File: src/rtl/pafs_pkg.sv
package pafs_pkg;

  // pin group layout, index into the pin vectors
  localparam int NPIN       = 45;
  localparam int NSEG       = 35;
  localparam int NCOM       = 8;
  localparam int NSEGEN     = 31;
  localparam int PIN_P10_0  = 0;
  localparam int PIN_P9_3   = 1;
  localparam int PIN_P9_4   = 2;
  localparam int PIN_P9_5   = 3;
  localparam int PIN_P9_6   = 4;
  localparam int PIN_P9_7   = 5;
  localparam int PIN_P3_0   = 6;
  localparam int PIN_P4_0   = 10;
  localparam int PIN_P4_2   = 12;
  localparam int PIN_P4_7   = 17;
  localparam int PIN_P5_0   = 18;
  localparam int PIN_P5_2   = 20;
  localparam int PIN_P8_2   = 44;
  // segment line number = pin index - SEG_OFS
  localparam int SEG_OFS    = 10;
  // segment enable bit = pin index - SEGEN_OFS_LO / _HI
  localparam int SEGEN_OFS_LO = 12;
  localparam int SEGEN_OFS_HI = 14;
  localparam int COM_P4_BASE  = 4;
  localparam int COM_P5_BASE  = 6;
  localparam int SEG_P5_BASE  = 8;
  localparam int P3_COM_LINES = 4;
  localparam int PAIR_LINES   = 2;

  // register indexes; byte address is four times the index
  localparam logic [15:0] IDX_UART_CFG   = 16'h2A05;
  localparam logic [15:0] IDX_LCD_CTRL   = 16'h2C1E;
  localparam logic [15:0] IDX_P9SEL      = 16'h00AD;
  localparam logic [15:0] IDX_SEG_EN     = 16'h2C40;
  localparam logic [15:0] IDX_LCD_PIN_EN = 16'h2C41;
  localparam logic [15:0] IDX_MISC       = 16'h2C42;
  localparam logic [15:0] IDX_STATUS     = 16'h2C43;

  // field positions
  localparam int UART_EN_BIT   = 0;
  localparam int LCD_TYPE_LO   = 4;
  localparam int P9SEL_PWM_BIT = 7;
  localparam int P9SEL_ONE_BIT = 6;
  localparam int P9SEL_TWO_BIT = 5;
  localparam int P9SEL_PPS_BIT = 4;
  localparam int P9SEL_PLL_BIT = 3;
  localparam int LCDPIN_P3_BIT = 0;
  localparam int LCDPIN_P4_BIT = 1;
  localparam int LCDPIN_P5_BIT = 2;
  localparam int MISC_PLL1S_BIT = 0;
  localparam int MISC_PPSCAL_BIT = 1;
  localparam logic [1:0] LCD_COM_P4_MIN = 2'h1;
  localparam logic [1:0] LCD_COM_P5_MIN = 2'h2;

  // values after reset
  localparam logic [7:0]  RESET_REG8   = 8'h00;
  localparam logic [30:0] RESET_SEGEN  = 31'h0000_0000;
  localparam logic [2:0]  RESET_LCDPIN = 3'h0;
  localparam logic [1:0]  RESET_MISC   = 2'h0;

  // pulse-per-second calibration window
  localparam int          PPS_WINDOW_SECONDS = 30;
  localparam logic [4:0]  PPS_LAST_SECOND    = 5'(PPS_WINDOW_SECONDS - 1);

  typedef enum logic [0:0] {
    PAFS_BUS_IDLE = 1'b0,
    PAFS_BUS_WAIT = 1'b1
  } pafs_bus_e;

  typedef enum logic [2:0] {
    PAFS_SEL_NONE   = 3'b000,
    PAFS_SEL_UART   = 3'b001,
    PAFS_SEL_LCD    = 3'b010,
    PAFS_SEL_P9SEL  = 3'b011,
    PAFS_SEL_SEGEN  = 3'b100,
    PAFS_SEL_LCDPIN = 3'b101,
    PAFS_SEL_MISC   = 3'b110,
    PAFS_SEL_STATUS = 3'b111
  } pafs_sel_e;

  // register decode from a byte address
  function automatic pafs_sel_e pafs_decode(input logic [31:0] a);
    pafs_sel_e s;
    s = PAFS_SEL_NONE;
    if (a[1:0] == 2'h0 && a[31:18] == 14'h0000)
    begin
      unique case (a[17:2])
        IDX_UART_CFG:   s = PAFS_SEL_UART;
        IDX_LCD_CTRL:   s = PAFS_SEL_LCD;
        IDX_P9SEL:      s = PAFS_SEL_P9SEL;
        IDX_SEG_EN:     s = PAFS_SEL_SEGEN;
        IDX_LCD_PIN_EN: s = PAFS_SEL_LCDPIN;
        IDX_MISC:       s = PAFS_SEL_MISC;
        IDX_STATUS:     s = PAFS_SEL_STATUS;
        default:        s = PAFS_SEL_NONE;
      endcase
    end
    return s;
  endfunction

  // lcd type puts the pin pair on a backplane line
  function automatic logic pafs_is_com(input logic [1:0] t,
                                       input logic [1:0] lo);
    return t >= lo;
  endfunction

  typedef struct packed {
    logic [NPIN-1:0] stage1;
    logic [NPIN-1:0] stage2;
  } pafs_sync_s;

  typedef struct packed {
    logic [4:0] second;
    logic       pulse;
  } pafs_pps_s;

  typedef struct packed {
    pafs_bus_e       phase;
    logic [31:0]     addr;
    logic            write;
    logic            hreadyout;
    logic [31:0]     hrdata;
    logic            hresp;
    logic [7:0]      uart_cfg;
    logic [7:0]      lcd_ctrl;
    logic [7:0]      p9sel;
    logic [30:0]     seg_en;
    logic [2:0]      lcd_pin_en;
    logic [1:0]      misc;
    logic            pll_level;
    logic [NPIN-1:0] pin_out;
    logic [NPIN-1:0] pin_oe;
    logic            path_one_out;
  } pafs_top_s;

endpackage

File: src/rtl/pafs_sync.sv
`timescale 1ns/1ns
module pafs_sync
  import pafs_pkg::*;
(
  input  wire logic            clk_in,
  input  wire logic            reset_n_in,
  input  wire logic [NPIN-1:0] pin_in,
  output logic      [NPIN-1:0] level_out
);

  pafs_sync_s cur;
  pafs_sync_s next_cur;

  // two-stage chain, only stage2 is read
  always_comb
  begin
    next_cur        = cur;
    next_cur.stage1 = pin_in;
    next_cur.stage2 = cur.stage1;
  end

  always_ff @(posedge clk_in)
  begin
    if (!reset_n_in)
      cur <= '0;
    else
      cur <= next_cur;
  end

  assign level_out = cur.stage2;

endmodule // pafs_sync

File: src/rtl/pafs_pps_select.sv
`timescale 1ns/1ns
module pafs_pps_select
  import pafs_pkg::*;
(
  input  wire logic       clk_in,
  input  wire logic       reset_n_in,
  input  wire logic       cal_enable_in,
  input  wire logic       uncal_pulse_in,
  input  wire logic       cal_pulse_in,
  output logic            pulse_out,
  output logic [4:0]      second_out
);

  pafs_pps_s cur;
  pafs_pps_s next_cur;

  // seconds 1..29 pass raw pulses, 30th passes calibrated one
  always_comb
  begin
    next_cur       = cur;
    next_cur.pulse = 1'b0;
    if (!cal_enable_in)
    begin
      next_cur.second = 5'h00;
      next_cur.pulse  = uncal_pulse_in;
    end
    else if (cur.second == PPS_LAST_SECOND)
    begin
      if (cal_pulse_in)
      begin
        next_cur.pulse  = 1'b1;
        next_cur.second = 5'h00;
      end
    end
    else if (uncal_pulse_in)
    begin
      next_cur.pulse  = 1'b1;
      next_cur.second = cur.second + 5'h01;
    end
  end

  always_ff @(posedge clk_in)
  begin
    if (!reset_n_in)
      cur <= '0;
    else
      cur <= next_cur;
  end

  assign pulse_out  = cur.pulse;
  assign second_out = cur.second;

endmodule // pafs_pps_select

File: src/rtl/pafs_top.sv
// Design decision made here: register access over AHB-Lite.
`timescale 1ns/1ns
module pafs_top
  import pafs_pkg::*;
(
  input  wire logic            clk_in,
  input  wire logic            reset_n_in,
  // ahb-lite slave
  input  wire logic            hsel_in,
  input  wire logic [31:0]     haddr_in,
  input  wire logic [1:0]      htrans_in,
  input  wire logic            hwrite_in,
  input  wire logic [2:0]      hsize_in,
  input  wire logic [31:0]     hwdata_in,
  input  wire logic            hready_in,
  output logic                 hreadyout_out,
  output logic      [31:0]     hrdata_out,
  output logic                 hresp_out,
  // general-purpose port logic
  input  wire logic [NPIN-1:0] gpio_out_in,
  input  wire logic [NPIN-1:0] gpio_oe_in,
  output logic      [NPIN-1:0] pin_level_out,
  // alternate function sources
  input  wire logic            enhanced_serial_port_one_data_line_tx_in,
  input  wire logic            enhanced_serial_port_one_data_line_oe_in,
  output logic                 enhanced_serial_port_one_data_line_rx_out,
  input  wire logic            card_clock_pulse_in,
  input  wire logic            energy_pulse_path_one_in,
  input  wire logic            energy_pulse_path_two_in,
  input  wire logic            pps_uncal_pulse_in,
  input  wire logic            pps_cal_pulse_in,
  input  wire logic            divided_pll_pulse_in,
  input  wire logic            pll_second_tick_in,
  input  wire logic [NCOM-1:0] lcd_backplane_lines_in,
  input  wire logic [NSEG-1:0] lcd_segment_line_in,
  // configuration seen by the engines
  output logic      [7:0]      enhanced_serial_one_config_out,
  output logic      [7:0]      lcd_control_reg_out,
  // pins
  input  wire logic [NPIN-1:0] pin_in,
  output logic      [NPIN-1:0] pin_out,
  output logic      [NPIN-1:0] pin_oe_out,
  output logic                 energy_pulse_path_one_out
);

  // registered state and its next value
  pafs_top_s   cur;
  pafs_top_s   next_cur;
  // helper signals from the sub-blocks and decoders
  logic [NPIN-1:0] pin_level;
  logic        pps_pulse;
  logic [4:0]  pps_second;
  logic [1:0]  lcd_type_field;
  pafs_sel_e   sel;

  // pin inputs into the clock domain
  pafs_sync u_sync (
    .clk_in     (clk_in),
    .reset_n_in (reset_n_in),
    .pin_in     (pin_in),
    .level_out  (pin_level)
  );

  // calibrated pulse-per-second pattern
  pafs_pps_select u_pps (
    .clk_in         (clk_in),
    .reset_n_in     (reset_n_in),
    .cal_enable_in  (cur.misc[MISC_PPSCAL_BIT]),
    .uncal_pulse_in (pps_uncal_pulse_in),
    .cal_pulse_in   (pps_cal_pulse_in),
    .pulse_out      (pps_pulse),
    .second_out     (pps_second)
  );

  assign lcd_type_field = cur.lcd_ctrl[LCD_TYPE_LO +: 2];
  assign sel            = pafs_decode(cur.addr);

  // bus slave, register file and pin routing
  always_comb
  begin
    next_cur       = cur;
    next_cur.hresp = 1'b0;
    unique case (cur.phase)
      // address phase: take the request while ready
      PAFS_BUS_IDLE:
      begin
        next_cur.hreadyout = 1'b1;
        if (hsel_in && htrans_in[1] && hready_in)
        begin
          next_cur.addr      = haddr_in;
          next_cur.write     = hwrite_in;
          next_cur.hreadyout = 1'b0;
          next_cur.phase     = PAFS_BUS_WAIT;
        end
      end

      // data phase: store the write or load the read word
      PAFS_BUS_WAIT:
      begin
        next_cur.hreadyout = 1'b1;
        next_cur.phase     = PAFS_BUS_IDLE;
        next_cur.hrdata    = 32'h0000_0000;
        if (cur.write)
        begin
          // status and unmapped words ignore writes
          unique case (sel)
            PAFS_SEL_UART:
              next_cur.uart_cfg = hwdata_in[7:0];
            PAFS_SEL_LCD:
              next_cur.lcd_ctrl = hwdata_in[7:0];
            PAFS_SEL_P9SEL:
              next_cur.p9sel = hwdata_in[7:0];
            PAFS_SEL_SEGEN:
              next_cur.seg_en = hwdata_in[30:0];
            PAFS_SEL_LCDPIN:
              next_cur.lcd_pin_en = hwdata_in[2:0];
            PAFS_SEL_MISC:
              next_cur.misc = hwdata_in[1:0];
            PAFS_SEL_STATUS,
            PAFS_SEL_NONE:
              next_cur.write = 1'b1;
          endcase
        end
        else
        begin
          // unused upper bits read as zero
          unique case (sel)
            PAFS_SEL_UART:
              next_cur.hrdata = {24'h00_0000, cur.uart_cfg};
            PAFS_SEL_LCD:
              next_cur.hrdata = {24'h00_0000, cur.lcd_ctrl};
            PAFS_SEL_P9SEL:
              next_cur.hrdata = {24'h00_0000, cur.p9sel};
            PAFS_SEL_SEGEN:
              next_cur.hrdata = {1'b0, cur.seg_en};
            PAFS_SEL_LCDPIN:
              next_cur.hrdata = {29'h0000_0000, cur.lcd_pin_en};
            PAFS_SEL_MISC:
              next_cur.hrdata = {30'h0000_0000, cur.misc};
            PAFS_SEL_STATUS:
              next_cur.hrdata = {26'h000_0000, cur.pll_level, pps_second};
            PAFS_SEL_NONE:
              next_cur.hrdata = 32'h0000_0000;
          endcase
        end
      end
    endcase

    // 1 s wide pll pulse, toggles on each pll counter second
    if (pll_second_tick_in)
      next_cur.pll_level = !cur.pll_level;

    // default: port logic owns every pin
    next_cur.pin_out = gpio_out_in;
    next_cur.pin_oe  = gpio_oe_in;

    // serial-one bidirectional data line
    if (cur.uart_cfg[UART_EN_BIT])
    begin
      next_cur.pin_out[PIN_P10_0] = enhanced_serial_port_one_data_line_tx_in;
      next_cur.pin_oe[PIN_P10_0]  = enhanced_serial_port_one_data_line_oe_in;
    end

    // 9.7 card clock pulse
    if (cur.p9sel[P9SEL_PWM_BIT])
    begin
      next_cur.pin_out[PIN_P9_7] = card_clock_pulse_in;
      next_cur.pin_oe[PIN_P9_7]  = 1'b1;
    end

    // 9.6 path-one energy pulse
    if (cur.p9sel[P9SEL_ONE_BIT])
    begin
      next_cur.pin_out[PIN_P9_6] = energy_pulse_path_one_in;
      next_cur.pin_oe[PIN_P9_6]  = 1'b1;
    end

    // 9.5 path-two energy pulse
    if (cur.p9sel[P9SEL_TWO_BIT])
    begin
      next_cur.pin_out[PIN_P9_5] = energy_pulse_path_two_in;
      next_cur.pin_oe[PIN_P9_5]  = 1'b1;
    end

    // 9.4 second pulse, calibrated pattern when enabled
    if (cur.p9sel[P9SEL_PPS_BIT])
    begin
      next_cur.pin_out[PIN_P9_4] = pps_pulse;
      next_cur.pin_oe[PIN_P9_4]  = 1'b1;
    end

    // 9.3 divided pll pulse or 1 s wide level
    if (cur.p9sel[P9SEL_PLL_BIT])
    begin
      next_cur.pin_out[PIN_P9_3] = cur.misc[MISC_PLL1S_BIT] ?
                                   cur.pll_level :
                                   divided_pll_pulse_in;
      next_cur.pin_oe[PIN_P9_3]  = 1'b1;
    end

    // dedicated path-one energy pulse pin
    next_cur.path_one_out = energy_pulse_path_one_in;

    // port 3 backplanes
    if (cur.lcd_pin_en[LCDPIN_P3_BIT])
    begin
      for (int k = 0; k < P3_COM_LINES; k++)
      begin
        next_cur.pin_out[PIN_P3_0 + k] = lcd_backplane_lines_in[k];
        next_cur.pin_oe[PIN_P3_0 + k]  = 1'b1;
      end
    end

    // pins 4.0/4.1 and 5.0/5.1 follow the lcd type
    for (int k = 0; k < PAIR_LINES; k++)
    begin
      if (cur.lcd_pin_en[LCDPIN_P4_BIT])
      begin
        next_cur.pin_out[PIN_P4_0 + k] =
          pafs_is_com(lcd_type_field, LCD_COM_P4_MIN) ?
          lcd_backplane_lines_in[COM_P4_BASE + k] :
          lcd_segment_line_in[k];
        next_cur.pin_oe[PIN_P4_0 + k] = 1'b1;
      end
      if (cur.lcd_pin_en[LCDPIN_P5_BIT])
      begin
        next_cur.pin_out[PIN_P5_0 + k] =
          pafs_is_com(lcd_type_field, LCD_COM_P5_MIN) ?
          lcd_backplane_lines_in[COM_P5_BASE + k] :
          lcd_segment_line_in[SEG_P5_BASE + k];
        next_cur.pin_oe[PIN_P5_0 + k] = 1'b1;
      end
    end

    // individually enabled segment pins
    for (int i = PIN_P4_2; i <= PIN_P4_7; i++)
    begin
      if (cur.seg_en[i - SEGEN_OFS_LO])
      begin
        next_cur.pin_out[i] = lcd_segment_line_in[i - SEG_OFS];
        next_cur.pin_oe[i]  = 1'b1;
      end
    end

    // then 5.2 to 8.2 on the upper enable bits
    for (int i = PIN_P5_2; i <= PIN_P8_2; i++)
    begin
      if (cur.seg_en[i - SEGEN_OFS_HI])
      begin
        next_cur.pin_out[i] = lcd_segment_line_in[i - SEG_OFS];
        next_cur.pin_oe[i]  = 1'b1;
      end
    end
  end

  // state register, everything selects gpio after reset
  always_ff @(posedge clk_in)
  begin
    if (!reset_n_in)
    begin
      cur            <= '0;
      cur.hreadyout  <= 1'b1;
      cur.uart_cfg   <= RESET_REG8;
      cur.lcd_ctrl   <= RESET_REG8;
      cur.p9sel      <= RESET_REG8;
      cur.seg_en     <= RESET_SEGEN;
      cur.lcd_pin_en <= RESET_LCDPIN;
      cur.misc       <= RESET_MISC;
    end
    else
      cur <= next_cur;
  end

  // bus answer straight from the state flops
  assign hreadyout_out                  = cur.hreadyout;
  assign hrdata_out                     = cur.hrdata;
  assign hresp_out                      = cur.hresp;

  // pin drivers and the dedicated pulse pin
  assign pin_out                        = cur.pin_out;
  assign pin_oe_out                     = cur.pin_oe;
  assign energy_pulse_path_one_out      = cur.path_one_out;

  // register copies for the function engines
  assign enhanced_serial_one_config_out = cur.uart_cfg;
  assign lcd_control_reg_out            = cur.lcd_ctrl;

  // synchronised pin levels back to the port logic
  assign pin_level_out                  = pin_level;
  assign enhanced_serial_port_one_data_line_rx_out     = pin_level[PIN_P10_0];

endmodule // pafs_top

File: config.mk
export PLATFORM = sky130hd
export DESIGN_NAME = pafs_top
export DESIGN_NICKNAME = d
export VERILOG_FILES = /design/src/rtl/pafs_pkg.sv /design/src/rtl/pafs_sync.sv /design/src/rtl/pafs_pps_select.sv /design/src/rtl/pafs_top.sv
export SDC_FILE = /design/constraint.sdc
export NUM_CORES = 1
export LEC_CHECK = 0
export ABC_AREA = 1
export BUFFER_PORTS_ARGS = -buffer_cell sky130_fd_sc_hd__buf_2
export CAP_MARGIN = 40
export CORE_AREA = 2 2 173 175
export DETAILED_ROUTE_END_ITERATION = 6
export DIE_AREA = 0 0 175 177
export HOLD_SLACK_MARGIN = 0.08
export PLACE_DENSITY_LB_ADDON = 0.15
export SLEW_MARGIN = 20
export SYNTH_ARGS = -nofsm -noshare
export SYNTH_HDL_FRONTEND = slang
export SYNTH_SLANG_ARGS = --single-unit
File: constraint.sdc
create_clock -name clk_in -period 2.15 [get_ports clk_in]
set_input_delay 0.645 -clock clk_in [delete_from_list [all_inputs] [get_ports clk_in]]
set_output_delay 0.645 -clock clk_in [all_outputs]
set_load 0.1 [all_outputs]
==> results of run 1 <==
power groups by stage:
stage | registers [W] | logic, W | clock network, W
2_1_floorplan | 0.00622 | 0.00143 | 0
3_3_place_gp | 0.00621 | 0.00174 | 0
3_5_place_dp | 0.00621 | 0.00175 | 0
4_1_cts | 0.00609 | 0.00175 | 0.00597
5_1_grt | 0.00610 | 0.00186 | 0.00621
6_report | 0.00609 | 0.00175 | 0.00581
layer usage:
metal  vias up  GRT usage [%]  routed length [um]
met2       316           36.6               16100
met3        65           4.85                2190
li1       5204              -                   -
met4         4           7.12                 955
met1      4381           23.3               13200
met5         -              0                  26
worst register-to-register path, stage by stage, from the launching register on:
cell and delay (ps):
dfxtp_1 370, nand2_1 90, nor2_1 120, nand2_1 130, nor2_4 120, nand3_2 90
nor2_4 210, nand2_4 130, inv_4 110, nand2_8 90, buf_12 180, nor2_1 150
a211oi_2 50
layout by cell type, fill, tap and decap left out, types with 2 or more instances in the layout:
cell type,Yosys,layout
buf_2,0,439
dfxtp_1,314,314
nor2_1,298,297
inv_1,199,198
nand2_1,199,198
o21ai_0,98,98
a21oi_1,60,60
a211oi_2,43,43
nand3_1,40,40
clkbuf_16,0,37
buf_4,193,20
nand4_1,16,16
a211oi_1,9,9
nor3_1,8,8
clkbuf_1,47,8
clkbuf_8,0,7
buf_12,0,6
o211ai_1,5,5
inv_2,5,5
nor2_2,4,5
clkinv_2,0,5
nand3_2,5,4
nand2_4,3,4
nor2_4,3,3
o21ai_1,3,3
xor2_1,2,2
inv_6,0,2
nand2_2,2,2
inv_4,2,2
ha_1,2,2
conb_1,1,2
buf_6,6,2
cells by family after synthesis:
group,after synthesis
other,1
flip-flops,314
XOR/XNOR,3
buffers and inverters,454
AO/OA/AOI/OAI,219
adder cells (fa/ha/maj),2
AND/OR/NAND/NOR,583
layout make-up:
class                      count  area [um^2]
clock buffer                  52         1050
clock inverter                 8         71.3
fill                        2874        14100
inverter                     207          787
multi-input combinational    809         3970
sequential                   314         6290
tap                          390          488
timing repair buffer         467         2490
metrics by stage:
step	worst slack [ps]	utilization [%]
after global placement	160	47.7
final	96.8	51.8
after detailed placement	128	47.7
after CTS	85.4	51.6
after global routing	12.1	51.8
after floorplan	149	-
timing repair:
| item | CTS | global route |
|---|---|---|
| endpoints found under the setup margin | 0 | 34 |
| resized for setup | 0 | 6 |
| setup buffers | 0 | 2 |
flip-flops by register name (all words and copies together), names as in the netlist:
signal	flops
u_sync.level_out	45
lcd_control_reg_out	8
energy_pulse_path_one_out	1
cur	79
hrdata_out	31
u_pps.second_out	5
pin_out	45
pin_oe_out	45
u_pps.pulse_out	1
enhanced_serial_one_config_out	8
hreadyout_out	1
u_sync.cur	45
cell usage after synthesis, types with 3 or more instances:
cell type | instances | area, um^2
buf_4 | 193 | 1450
clkbuf_1 | 47 | 176
nand2_1 | 199 | 747
a21oi_1 | 60 | 300
nor2_4 | 3 | 33.8
nand4_1 | 16 | 100
a211oi_1 | 9 | 67.6
inv_1 | 199 | 747
dfxtp_1 | 314 | 6290
nand2_4 | 3 | 33.8
inv_2 | 5 | 18.8
nand3_1 | 40 | 200
o21ai_1 | 3 | 15.0
o21ai_0 | 98 | 490
a211oi_2 | 43 | 538
nand3_2 | 5 | 50.1
nor2_2 | 4 | 25.0
o211ai_1 | 5 | 37.5
buf_6 | 6 | 67.6
nor2_1 | 298 | 1120
nor3_1 | 8 | 40.0
how the worst max path moves through the flow:
stage / end / slack, ps
after global routing: hrdata_out[29]$_SDFFE_PN0P_ / 10
final: enhanced_serial_one_config_out[0] / 100
after floorplan: pin_level_out[0] / 150
after detailed placement: hrdata_out[4]$_SDFFE_PN0P_ / 130
after global placement: hrdata_out[4]$_SDFFE_PN0P_ / 160
after CTS: enhanced_serial_one_config_out[0] / 90
==> impl_results.md, run 1 <==
* Critical path launch point type: flip-flop
* Critical-path top delay cell: buf_2
* # port buffers at 440
* Pin count of the biggest net entering global routing at 94
* First-pass GRT wire length at 49600 um
* Buf/Inv on CP at 1
* Mux cell area share after synthesis at 0%
* Routed WL at 32500 um
* CTS tree: built
* Relative slew slack at 62.4%
* Cell variety after synth at 34
* End of the worst register-to-register path: cur[115]$_SDFFE_PN0P_
* Status: finished clean
* Sw Ratio at 27.4%
* Fraction of registers with async set/reset at 0%
* CP cell instances: buf_2
* Area after DPL at 14000 um^2
* CP max stage delay at 470 ps
* Final period utilization at 95.5%
* Combinational Power Share at 12.8%
* Fin nets at 2097
* Stages on the worst setup path at 1
* Timing-limited maximum frequency at 0.487 GHz
* CTS buffer count at 35
* Ant diodes at 0
* Finished Layout Cells at 2247
* VDD IR max at 0.000653 V
* Dpl hpwl at 23900 um
* Initial antenna violation count at 3
* Htree depth at 2
* Vias in the first global route at 9458
* XOR/XNOR Fraction of Synth Area at 0.207%
* Seq/Total Area, Yosys at 49.5%
* Setup CP Type: reg2out
* CTS root buf: clkbuf_16
* Final Hold Viols at 0
* Part of the power in registers at 44.6%
* Final Hold Slack at 319 ps
* Slew at the pin closest to its max-slew limit at 568 ps
* Initial core utilization at 43.4%
* Setup TNS Final at 0 ps
* Grt ovf at 0
* Final Critical Period at 2050 ps
* Largest family of logic cells by synthesized area: buffers and inverters
* Area share of fa/ha/maj cells after synthesis at 0.197%
* Family with the most delay on the worst path: buffers and inverters
* CP startpoint: enhanced_serial_one_config_out[0]$_SDFFE_PN0P_
* YS warnings at 0
* GRT Util Overall at 20.2%
* Clock Tree Buf Depth at 3
* Cell count after synthesis at 1576
* CP max FO at 5
* Vias at 9970
* Worst hold start: pin_in[16]
* Total Power at 0.0136 W
* Gpl congestion at 0.828
* EDFF count, synth at 0
* Area grow syn2layout at 19.2%
* Hold path cells at 3
* Die area at 31000 um^2
* Reg2reg path depth at 12
* Int Pwr at 0.00991 W
* Fin area at 15100 um^2
* Unrepaired setup endpoints after global routing: false
* Layout cell share with drive strength beyond 1 at 32.0%
* DRT iter0 DRCs at 442
* Row Count at 63
* Hold path endpoint: u_sync.cur[61]$_SDFF_PN0_
* Worst endpoint data arrival time at 1410 ps
* Sw power at 0.00374 W
* Clock skew at 11.7 ps
* Pwr dens at 901 nW/um^2
* DRT antenna net count at 0
* Cts hold-fix bufs at 0
* Clock share of power at 42.6%
* R2R Path Start: cur[200]$_SDFFE_PN0P_
* Setup violators final at 0
* Max cap viols at 0
* Flop2flop setup slack at 190 ps
* Core area at 29200 um^2
* CTS Sinks at 314
* Die height at 177 um
* Crit end category: output port
* CP required at 1500 ps
* Number of synthesized register bits at 314
* Clock slew at reported path FFs at 60 ps
* Routed len/inst at 14.4 um
* Synthesized area per cell at 8.06 um^2
* Die Wd at 175 um
* Vias per cell at 4.44
* Synth Flop Type: dfxtp_1
* Static leakage power at 7.80 nW
* DRT Pass-1 Iters at 5
* Post-synthesis cell area at 12700 um^2
* Synth Area in Compound Gates at 11.5%
* Synth Area in Simple Gates at 19.1%
* Residual DRC at 0
* Slew Viols, Final at 0
* Io pins at 448
* Clock Latency Late Sink at 510 ps
* Min-delay worst type: in2reg
* # placed instances at 2185
(Power assumes the default switching activity.)
==> inputs of run 2 (changes only) <==
Settings changed: CORE_AREA 2 2 173 175 to 2 2 174 176, CTS_BUF_LIST from default to sky130_fd_sc_hd__clkbuf_2, DIE_AREA 0 0 175 177 to 0 0 176 178.
==> run 2 against run 1 <==
Against the previous run:
- global-route usage increased by 4.4 points
- total power is 7.6% lower
- via count grew 19%
- combinational power up 43%
- clock skew up 57 ps
- critical path depth up 5
==> impl_results.md, run 2 (synthesized netlist as in run 1, its figures left out) <==
* Die area at 31300 um^2
* CTS tree: built
* Vias in the first global route at 12500
* Worst hold start: hwdata_in[0]
* Pwr dens at 632 nW/um^2
* CP max stage delay at 570 ps
* Timing-limited maximum frequency at 0.474 GHz
* Sw power at 0.00404 W
* First-pass GRT wire length at 61100 um
* DRT Pass-1 Iters at 5
* VDD IR max at 0.000345 V
* Final Hold Viols at 0
* Combinational Power Share at 19.8%
* Clock Tree Buf Depth at 3
* Die Wd at 176 um
* DRT iter0 DRCs at 503
* Final Util at 67.9%
* Layout cell share with drive strength beyond 1 at 37.1%
* R2R Path Start: cur[205]$_SDFFE_PN0P_
* CTS Sinks at 314
* Unrepaired setup endpoints after global routing: true
* Final Critical Period at 2110 ps
* CP max FO at 44
* Final period utilization at 98.1%
* Gpl congestion at 0.833
* Part of the power in registers at 48.8%
* Flop2flop setup slack at 210 ps
* Routed WL at 40400 um
* CTS root buf: clkbuf_2
* Reg2reg path depth at 12
* Clock skew at 68.6 ps
* Clock share of power at 31.3%
* Fin nets at 2395
* GRT Util Overall at 24.7%
* # port buffers at 440
* Total Power at 0.0126 W
* Most frequent cells in the layout: 297 x nor2_1, 254 x buf_2, 244 x dlygate4sd3_1
* Min-delay worst type: in2reg
* Residual DRC at 0
* Htree depth at 3
* Row Count at 63
* Routed len/inst at 15.7 um
* Final Hold Slack at 183 ps
* CTS buffer count at 81
* Setup violators final at 0
* Slew Viols, Final at 0
* CP cell instances: dlygate4sd3_1 -> buf_4 -> buf_4 -> o21ai_0 -> nor2_1 -> dlygate4sd3_1
* Die height at 178 um
* Initial antenna violation count at 5
* Setup CP Type: in2reg
* Clock Latency Late Sink at 870 ps
* Static leakage power at 9.51 nW
* Hold path endpoint: cur[94]$_SDFFE_PN0P_
* End of the worst register-to-register path: hrdata_out[4]$_SDFFE_PN0P_
* Crit end category: flip-flop
* Dpl hpwl at 24000 um
* Sw Ratio at 32.0%
* Clock slew at reported path FFs at 100 ps
* Largest Register: cur
* Area grow syn2layout at 57.1%
* Core area at 29400 um^2
* Initial core utilization at 43.2%
* Int Pwr at 0.00857 W
* Io pins at 448
* Family with the most delay on the worst path: buffers and inverters
* Vias per cell at 4.62
* Grt ovf at 0
* Worst endpoint data arrival time at 2910 ps
* Max cap viols at 0
* Status: finished clean
* Critical-path top delay cell: dlygate4sd3_1
* Commonest non-fill, non-tap cell in the layout: nor2_1
* DRT antenna net count at 0
* Max reg flops at 79
* CP required at 2950 ps
* # fillers at 2168
* Critical path launch point type: input port
* Pin count of the biggest net entering global routing at 88
* Vias at 11900
* Hold path cells at 3
* Buf/Inv on CP at 4
[run 2: cell count changes in the layout (fill, tap and decap cells not counted), moves of 113 or more]
cell	before	now
dfxtp_2	0	128
dfxtp_1	314	176
clkbuf_2	0	113
buf_12	6	160
buf_2	439	254
dlygate4sd3_1	0	244
[run 2: worst max path at each step]
stage	depth (start not counted)	to	slack [ps]	start
2_1_floorplan	1	pin_level_out[0]	150	u_sync.level_out[0]$_SDFF_PN0_
3_3_place_gp	11	hrdata_out[4]$_SDFFE_PN0P_	190	cur[188]$_SDFFE_PN0P_
3_5_place_dp	11	hrdata_out[3]$_SDFFE_PN0P_	160	cur[188]$_SDFFE_PN0P_
4_1_cts	1	hrdata_out[3]	-30	hrdata_out[3]$_SDFFE_PN0P_
5_1_grt	1	energy_pulse_path_one_out	-40	energy_pulse_path_one_out$_SDFF_PN0_
6_report	6	pin_out[36]$_SDFF_PN0_	40	reset_n_in
[run 2: what timing repair did]
action / 4_1_cts / 5_1_grt
setup buffers: 5 / 4
resized for setup: 704 / 122
endpoints found under the setup margin: 185 / 105
hold buffers: 244 / 0
hold endpoints to repair: 213 / 0
[run 2: worst register-to-register path: cells and delay by family, from the launching register on]
family | cells | cell delay [ps]
buffers and inverters | 1 | 190
AND/OR/NAND/NOR | 10 | 1210
AO/OA/AOI/OAI | 1 | 110
flip-flops | 1 | 320
[run 2: through the flow]
step / cells / setup TNS [ps] / area [um^2] / worst slack [ps]
after floorplan: 1577 / 0 / 12700 / 149
after global placement: 2186 / 0 / 14000 / 186
after detailed placement: 2186 / 0 / 14000 / 164
after CTS: 2568 / -219 / 19500 / -33.3
after global routing: 2575 / -296 / 20000 / -41.2
final: 2577 / 0 / 20000 / 40.1
[run 2: power groups by stage]
stage	registers (W)	logic [W]	clock network, W
detailed placement	0.00621	0.00176	0
global placement	0.00621	0.00175	0
floorplan	0.00622	0.00143	0
CTS	0.00614	0.00240	0.00409
finish	0.00616	0.00250	0.00395
global route	0.00618	0.00261	0.00440
[run 2: final cells by class]
| type | instances | area [um^2] | area share (%) |
|---|---|---|---|
| timing repair buffer | 719 | 7530 | 37.7 |
| sequential | 314 | 6480 | 32.5 |
| multi-input combinational | 809 | 3980 | 19.9 |
| inverter | 207 | 787 | 3.94 |
| clock buffer | 113 | 566 | 2.83 |
| tap | 390 | 488 | 2.44 |
| clock inverter | 20 | 119 | 0.595 |
| antenna | 5 | 12.5 | 0.0627 |
[run 2: routing by layer]
layer	wire length [um]	GRT usage, %	up-vias
li1	-	-	5847
met1	14500	24.1	5470
met2	21400	46.3	465
met3	2690	7.42	115
met4	1800	13.8	2
met5	7	0	-
